[src/rtl/ccra_pkg.sv]
package ccra_pkg;

	// Counter byte addresses
	localparam logic [7:0] ADDR_CNT_LO = 8'hf9;
	localparam logic [7:0] ADDR_CNT_HI = 8'hfa;

	// Per-module addresses, index 0 in the lowest byte
	localparam logic [2:0][7:0] ADDR_CMP_LO = {8'heb, 8'he9, 8'hfb};
	localparam logic [2:0][7:0] ADDR_CMP_HI = {8'hec, 8'hea, 8'hfc};
	localparam logic [2:0][7:0] ADDR_MODE   = {8'hdc, 8'hdb, 8'hda};

	// Field positions and fixed module roles
	localparam int MODE_ECOM_BIT = 6;
	localparam int WDT_MODULE    = 2;
	localparam int NUM_MODULES   = 3;

	// Reset values
	localparam logic [15:0] CNT_RESET    = 16'h0000;
	localparam logic [7:0]  SNAP_RESET   = 8'h00;
	localparam logic [7:0]  MODE_RESET   = 8'h00;
	localparam logic [15:0] CMP_RESET    = 16'h0000;
	localparam logic [15:0] RELOAD_RESET = 16'h0000;
	localparam logic [7:0]  RDATA_IDLE   = 8'h00;

	// One register-bus access per cycle
	typedef struct packed {
		logic [7:0] addr;
		logic       wr;
		logic       rd;
		logic [7:0] wdata;
	} ccra_sfr_req_t;

	// Software-visible state of one capture/compare module
	typedef struct packed {
		logic [7:0]  mode;
		logic [15:0] compare;
		logic [15:0] reload;
	} ccra_module_t;

endpackage

[src/rtl/ccra_regs.sv]
// What this block does
// - Counter low byte is a read/write register, reset zero, at 0xf9.
// - Counter high byte is a read/write register, reset zero, at 0xfa.
// - High byte reads return a snapshot loaded when the low byte is read.
// - Watchdog enable set: writes to counter low byte leave the counter alone.
// - Watchdog enable set: writes to counter high byte leave the counter alone.
// - Each module has a read/write compare low byte, reset zero, at its address.
// - Each module has a read/write compare high byte, reset zero, at its address.
// - Reload select steers the low-byte address to the auto-reload low byte.
// - Reload select steers the high-byte address to the auto-reload high byte.
// - Writing a compare low byte clears that module's comparator enable.
// - Writing a compare high byte sets that module's comparator enable.
// - Comparator enable is bit 6 of each module mode register.
// - Watchdog enable set: module 2 mode register cannot be modified.
`timescale 1ns/10ps
`default_nettype none

module ccra_regs #(
	parameter int NUM_MODULES = 3
) (
	// Clock and reset
	input  wire logic                   clk,
	input  wire logic                   nrst,
	// Register bus from the core, same clock
	input  wire ccra_pkg::ccra_sfr_req_t sfr_req,
	output logic [7:0]                  sfr_rdata,
	output logic                        sfr_rvalid,
	// Control levels from the core
	input  wire logic                   watchdog_enable_bit,
	input  wire logic                   reload_access_select,
	input  wire logic                   counter_tick,
	// Register contents for the timing logic
	output logic [15:0]                 free_running_counter,
	output ccra_pkg::ccra_module_t [2:0] module_state
);

	// Address map only covers three modules
	if (NUM_MODULES != ccra_pkg::NUM_MODULES)
	begin : g_bad_count
		$error("ccra_regs: NUM_MODULES must be 3");
	end

	logic [7:0]                   snapshot;
	logic [15:0]                  next_counter;
	logic [7:0]                   next_snapshot;
	logic [7:0]                   next_rdata;
	logic                         next_rvalid;
	ccra_pkg::ccra_module_t [2:0] next_modules;

	// Address match, shared by the write and read decodes
	function automatic logic hit(input logic [7:0] addr, input logic [7:0] target);
		hit = (addr == target);
	endfunction

	// Next values of all registers for this access
	always_comb
	begin
		next_counter  = free_running_counter;
		next_snapshot = snapshot;
		next_modules  = module_state;
		next_rdata    = ccra_pkg::RDATA_IDLE;
		next_rvalid   = sfr_req.rd;
		// Count advance; a software write below overrides the byte it writes
		if (counter_tick)
		begin
			next_counter = 16'(free_running_counter + 16'h0001);
		end
		if (sfr_req.wr)
		begin
			// Blocked writes are dropped with no flag raised
			if (hit(sfr_req.addr, ccra_pkg::ADDR_CNT_LO) && !watchdog_enable_bit)
			begin
				next_counter[7:0] = sfr_req.wdata;
			end
			if (hit(sfr_req.addr, ccra_pkg::ADDR_CNT_HI) && !watchdog_enable_bit)
			begin
				next_counter[15:8] = sfr_req.wdata;
			end
			for (int i = 0; i < 3; i++)
			begin
				// Module 2 mode is frozen while it serves as watchdog
				if (!(i == ccra_pkg::WDT_MODULE && watchdog_enable_bit))
				begin
					if (hit(sfr_req.addr, ccra_pkg::ADDR_MODE[i]))
					begin
						next_modules[i].mode = sfr_req.wdata;
					end
				end
				if (hit(sfr_req.addr, ccra_pkg::ADDR_CMP_LO[i]))
				begin
					if (reload_access_select)
					begin
						next_modules[i].reload[7:0] = sfr_req.wdata;
					end
					else
					begin
						next_modules[i].compare[7:0] = sfr_req.wdata;
						if (!(i == ccra_pkg::WDT_MODULE && watchdog_enable_bit))
						begin
							next_modules[i].mode[ccra_pkg::MODE_ECOM_BIT] = 1'b0;
						end
					end
				end
				if (hit(sfr_req.addr, ccra_pkg::ADDR_CMP_HI[i]))
				begin
					if (reload_access_select)
					begin
						next_modules[i].reload[15:8] = sfr_req.wdata;
					end
					else
					begin
						next_modules[i].compare[15:8] = sfr_req.wdata;
						if (!(i == ccra_pkg::WDT_MODULE && watchdog_enable_bit))
						begin
							next_modules[i].mode[ccra_pkg::MODE_ECOM_BIT] = 1'b1;
						end
					end
				end
			end
		end
		// Reads see the values from before this edge
		if (sfr_req.rd)
		begin
			if (hit(sfr_req.addr, ccra_pkg::ADDR_CNT_LO))
			begin
				next_rdata    = free_running_counter[7:0];
				next_snapshot = free_running_counter[15:8];
			end
			if (hit(sfr_req.addr, ccra_pkg::ADDR_CNT_HI))
			begin
				next_rdata = snapshot;
			end
			for (int i = 0; i < 3; i++)
			begin
				if (hit(sfr_req.addr, ccra_pkg::ADDR_MODE[i]))
				begin
					next_rdata = module_state[i].mode;
				end
				if (hit(sfr_req.addr, ccra_pkg::ADDR_CMP_LO[i]))
				begin
					next_rdata = reload_access_select ? module_state[i].reload[7:0]
						: module_state[i].compare[7:0];
				end
				if (hit(sfr_req.addr, ccra_pkg::ADDR_CMP_HI[i]))
				begin
					next_rdata = reload_access_select ? module_state[i].reload[15:8]
						: module_state[i].compare[15:8];
				end
			end
		end
	end

	// Register stage; every output is a flop
	always_ff @(posedge clk or negedge nrst)
	begin
		if (!nrst)
		begin
			free_running_counter <= ccra_pkg::CNT_RESET;
			snapshot             <= ccra_pkg::SNAP_RESET;
			sfr_rdata            <= ccra_pkg::RDATA_IDLE;
			sfr_rvalid           <= 1'b0;
			for (int i = 0; i < 3; i++)
			begin
				module_state[i].mode    <= ccra_pkg::MODE_RESET;
				module_state[i].compare <= ccra_pkg::CMP_RESET;
				module_state[i].reload  <= ccra_pkg::RELOAD_RESET;
			end
		end
		else
		begin
			free_running_counter <= next_counter;
			snapshot             <= next_snapshot;
			sfr_rdata            <= next_rdata;
			sfr_rvalid           <= next_rvalid;
			module_state         <= next_modules;
		end
	end

	// Shorthand for the access kinds that the checks look at
	logic rd_lo;
	logic rd_hi;
	logic wr_lo;
	logic wr_hi;
	assign rd_lo = sfr_req.rd && sfr_req.addr == ccra_pkg::ADDR_CNT_LO;
	assign rd_hi = sfr_req.rd && sfr_req.addr == ccra_pkg::ADDR_CNT_HI;
	assign wr_lo = sfr_req.wr && sfr_req.addr == ccra_pkg::ADDR_CNT_LO;
	assign wr_hi = sfr_req.wr && sfr_req.addr == ccra_pkg::ADDR_CNT_HI;
endmodule

`default_nettype wire

[config.mk]
export PLATFORM = sky130hd
export DESIGN_NAME = ccra_regs
export DESIGN_NICKNAME = d
export VERILOG_FILES = /design/src/rtl/ccra_pkg.sv /design/src/rtl/ccra_regs.sv
export SDC_FILE = /design/constraint.sdc
export NUM_CORES = 1
export LEC_CHECK = 0
export ABC_AREA = 1
export ABC_CLOCK_PERIOD_IN_PS = 1460
export BUFFER_PORTS_ARGS = -buffer_cell sky130_fd_sc_hd__buf_2
export CAP_MARGIN = 20
export CELL_PAD_IN_SITES_DETAIL_PLACEMENT = 0
export CELL_PAD_IN_SITES_GLOBAL_PLACEMENT = 1
export CORE_UTILIZATION = 37
export DETAILED_ROUTE_END_ITERATION = 12
export HOLD_SLACK_MARGIN = 0.05
export PLACE_DENSITY_LB_ADDON = 0.12
export SLEW_MARGIN = 40
export SYNTH_ARGS = -nofsm -noshare
export SYNTH_HDL_FRONTEND = slang
export SYNTH_SLANG_ARGS = --single-unit
[constraint.sdc]
create_clock -name clk -period 1.46 [get_ports clk]
set_input_delay 0.292 -clock clk [delete_from_list [all_inputs] [get_ports clk]]
set_output_delay 0.292 -clock clk [all_outputs]
set_load 0.1 [all_outputs]
======== Yosys cells after proc, flatten, opt, wreduce, memory -nomap -nowiden ========
Cells that the tools add are included.
operators by class
  equal/unequal tests ..................... 11
  bitwise gates (word level) .............. 2
  add/sub/neg operators ................... 1
  reductions and logical operators ........ 19
  mux-type cells .......................... 40
operator list
  cell                                                              number
  8-bit two-way mux                                                 20
  8-bit == test (second input constant)                             11
  3-bit AND reduction                                               13
  16-bit two-way mux                                                2
  7-bit two-way mux                                                 4
  16-bit by 1-bit adder with 16-bit output (second input constant)  1
  1-bit two-way mux                                                 14
  2-bit AND reduction                                               3
  1-bit logical AND                                                 2
  1-bit NOT                                                         2
  1-bit logical NOT                                                 1
storage, ports and cells
  input bits .............................. 23
  bits in registers ....................... 153
  word-level logic and storage cells ...... 95
  output and inout bits ................... 145

======== Depth between registers and ports, before layout ========
  depth after elaboration ................. 13
  mapped depth ............................ 13
  depth with buffers taken out ............ 11

======== Worst setup path after synthesis ========
Ideal clock, no wire load.
  kind .................................... register to register
  start ................................... register free_running_counter[0]
  end ..................................... register free_running_counter[15]
  buffers on the path ..................... 0
  required time ........................... 1.326 ns
  period minus slack after synthesis ...... 2.222 ns
  data arrival time ....................... 2.088 ns
  stages on the path, launching flop included .. 10
  setup time .............................. 0.134 ns
  path slack .............................. -0.762 ns
  path through ............................ dfrtp_1 inv_1 nor3_4 nand2_2 nor2_2 nand3_2 nor2_2 nand4_1 nand3_1 o21ai_1
on the way
  longest elaborated chain between the ends .. 4
ends and longest elaborated chain
  item                                        line              RTL
  start, declared                             ccra_regs.sv:33   output logic [15:0] free_running_counter,
  start signal, assigned                      ccra_regs.sv:158  free_running_counter <= ccra_pkg::CNT_RESET;
  start signal, assigned                      ccra_regs.sv:171  free_running_counter <= next_counter;
  16-bit by 1-bit adder with 16-bit output *  ccra_regs.sv:66   next_counter = 16'(free_running_counter + 16'h0001);
  16-bit two-way mux *                        ccra_regs.sv:64   if (counter_tick)
  8-bit two-way mux                           ccra_regs.sv:75   if (hit(sfr_req.addr, ccra_pkg::ADDR_CNT_HI) && !watchdog_enable_bit)
  16-bit two-way mux *                        ccra_regs.sv:68   if (sfr_req.wr)
  named net next_counter[15]                  ccra_regs.sv:44   logic [15:0] next_counter;
Mark *: on every way through the listed nets, which the timed path passes. The rest lies on a longest branch.
A chain may end at the register's enable or synchronous reset.

======== Worst setup path after layout ========
  start ................................... register free_running_counter[0]
  end ..................................... register free_running_counter[13]
The elaborated chain is that of the path after synthesis.

==> qor.yml <==
synth-edff-count: 0
die_h_um: 148
vdd_drop_max_mv: 0.776
p_leak_nw: 5.71
finalMaxSlewViolations: 0
setup_ws_ps: -102
worst-path-max-fanout: 4
io_pins: 168
end_kind: "flop"
finalClockSkew_ps: 9.19
coreArea_mm2: 0.0205
grt_overflow: 0
synth_cells: 901
required_ps: 1790
antennaDiodeCount: 0
finish.utilization: 0.558
ys_async_sr_fraction: 1.00
numCtsBuffers: 17
yosysSeqAreaShare: 0.489
hold_class: "primary input to flop"
root_buffer: "clkbuf_16"
clk_latency_ps: 430
die_w_um: 148
period_minus_slack_ps: 1560
place.gp.congestion: 0.880
reg2regPathDepth: 10
clock_sinks: 153
grt_max_degree: 56
violations: "setup timing"
dp_slack_ps: -288
power_mw: 12.5
cts_buffer_depth: 2
synth.avg_cell_area_um2: 8.70
synth_seq_cells: 153
yosysUniqueCellTypes: 41
first_global_vias: 6608
drcViolationCount: 0
status: "finished with violations"
drive_above_1_share: 0.460
final.fill_count: 1904
rows: 52
tightest_slew_ps: 363
critical_path_class: "flop to flop"
grt_pass1_wl_um: 39700
syn-num-nets: 925
grt_antenna_before_repair: 1
finalCritPeriodShare: 1.07
vias_per_cell: 4.91
yosysWarnings: 0
clock.fmax_mhz: 640
place.port_buffers: 167
wl_um: 25800
die-area_mm2: 0.0218
layout.nets: 1159
slew_headroom: 0.758
first_pass_iters: 7
worstPathArrival_ps: 1890
dp_hpwl_um: 19100
setup_viol: 11
ant_nets: 0
path_clk_slew_ps: 70
area_growth_pct: 46.0
hold_depth: 1
p_per_area_mw_per_mm2: 1100
h-tree-depth: 4
grt_usage: 0.245
vias: 6959
wl_per_cell_um: 18.2
start_kind: "flop"
synth-main-ff-cell: "dfrtp_1"
finalHoldViolCount: 0
start_util: 0.382
cts_tree: "built"
rsz0062_at_grt: "yes"
syn_area_mm2: 0.00784
first_iter_violations: 478
drv_cap: 0
[cell families (layout without fill, tap and decap cells)]
| family | after synthesis | count (layout) | synth area share |
|---|---|---|---|
| multiplexers | 16 | 16 | 0.0206 |
| AND/OR/NAND/NOR | 417 | 417 | 0.250 |
| AO/OA/AOI/OAI | 190 | 190 | 0.156 |
| buffers and inverters | 114 | 361 | 0.0722 |
| XOR/XNOR | 10 | 10 | 0.0112 |
| adder cells (fa/ha/maj) | 1 | 1 | 0.00160 |
| flip-flops | 153 | 153 | 0.489 |
[layer usage]
layer  track usage  wire [µm]  vias to the layer above
li1              -          -                     3413
met1         0.343      11900                     3326
met2         0.385      12400                      199
met3        0.0590       1250                       19
met4        0.0515        290                        2
met5             0          8                        -
[placed cells by master (no fill, tap or decap), types with 10 or more instances in the layout]
master,count
nand2_4,12
dfrtp_2,80
nand2_2,19
mux2i_1,15
inv_1,62
buf_6,32
buf_12,53
o21ai_0,53
xor2_1,10
nand2_1,217
o21ai_2,65
buf_4,150
dfrtp_1,68
nand3_2,17
clkbuf_16,17
nand3_1,42
nor2_1,76
buf_2,21
o21ai_1,52
[repair_timing]
| action | 4_1_cts | 5_1_grt |
|---|---|---|
| pin swaps | 6 | 27 |
| endpoints found under the setup margin | 128 | 44 |
| hold buffers | 1 | 0 |
| hold endpoints to repair | 78 | 0 |
| resized for setup | 127 | 66 |
| buffers inserted | 3 | 1 |
[state kept, by name (all words and copies together), names as in the netlist]
signal / flops
free_running_counter: 16
module_state: 120
snapshot: 8
sfr_rvalid: 1
sfr_rdata: 8
[worst max-delay path, stage by stage, from the launching register on]
cell and delay, ps:
dfrtp_4 450, inv_4 40, nor3_4 200, nand2_2 100, nor2_4 110, nand3_2 100
nor2_4 140, xor2_1 160, nand2_1 60, nand2_1 60, inv_1 30
[cells in the mapped netlist (6+ instances only)]
cell type | n | area (µm²)
a21oi_1 | 6 | 30.0
buf_2 | 14 | 70.1
buf_4 | 6 | 45.0
buf_6 | 12 | 135
clkbuf_1 | 10 | 37.5
dfrtp_1 | 153 | 3830
inv_1 | 63 | 236
inv_2 | 6 | 22.5
mux2i_1 | 15 | 150
nand2_1 | 223 | 837
nand2_2 | 14 | 87.6
nand2_4 | 12 | 135
nand3_1 | 61 | 305
nor2_1 | 80 | 300
o21ai_0 | 56 | 280
o21ai_1 | 50 | 250
o21ai_2 | 64 | 561
o21bai_1 | 8 | 60.1
xor2_1 | 10 | 87.6
[through the flow]
step | hold WS (ps) | area, µm² | setup TNS (ps) | std cells
floorplan | -3.59 | 7980 | -1500 | 901
global placement | 175 | 10200 | -14030 | 1381
detailed placement | 172 | 10200 | -16140 | 1381
CTS | 85.6 | 11200 | -744 | 1417
global route | 91.9 | 11400 | -1600 | 1418
finish | 103 | 11400 | -491 | 1418
[where the power goes]
part           switching [mW]  leakage [nW]  internal (mW)  total [mW]
logic                    2.42          3.51           1.18        3.60
registers               0.246          1.94           4.50        4.75
clock network            1.93         0.268           2.26        4.20
total                    4.60          5.71           7.94        12.5
[final timing paths]
check / startpoint / endpoint / slack (ps)
max: free_running_counter[0]$_DFF_PN0_ / free_running_counter[13]$_DFF_PN0_ / -100
min: sfr_req[8] / sfr_rvalid$_DFF_PN0_ / 100
max reg2reg: free_running_counter[0]$_DFF_PN0_ / free_running_counter[13]$_DFF_PN0_ / -100
min reg2reg: module_state[56]$_DFFE_PN0P_ / module_state[56]$_DFFE_PN0P_ / 500
max in group asynchronous: nrst / module_state[102]$_DFFE_PN0P_ / 580
min in group asynchronous: nrst / module_state[7]$_DFFE_PN0P_ / 290
[cell type report]
| class | instances | area (µm²) | area share |
|---|---|---|---|
| Tap cell | 270 | 338 | 0.0295 |
| Multi-Input combinational cell | 634 | 3660 | 0.320 |
| Clock inverter | 14 | 113 | 0.00984 |
| Inverter | 72 | 280 | 0.0245 |
| Sequential cell | 153 | 3950 | 0.345 |
| Timing Repair Buffer | 257 | 2660 | 0.233 |
| Clock buffer | 18 | 439 | 0.0384 |
(Power assumes the default switching activity.)
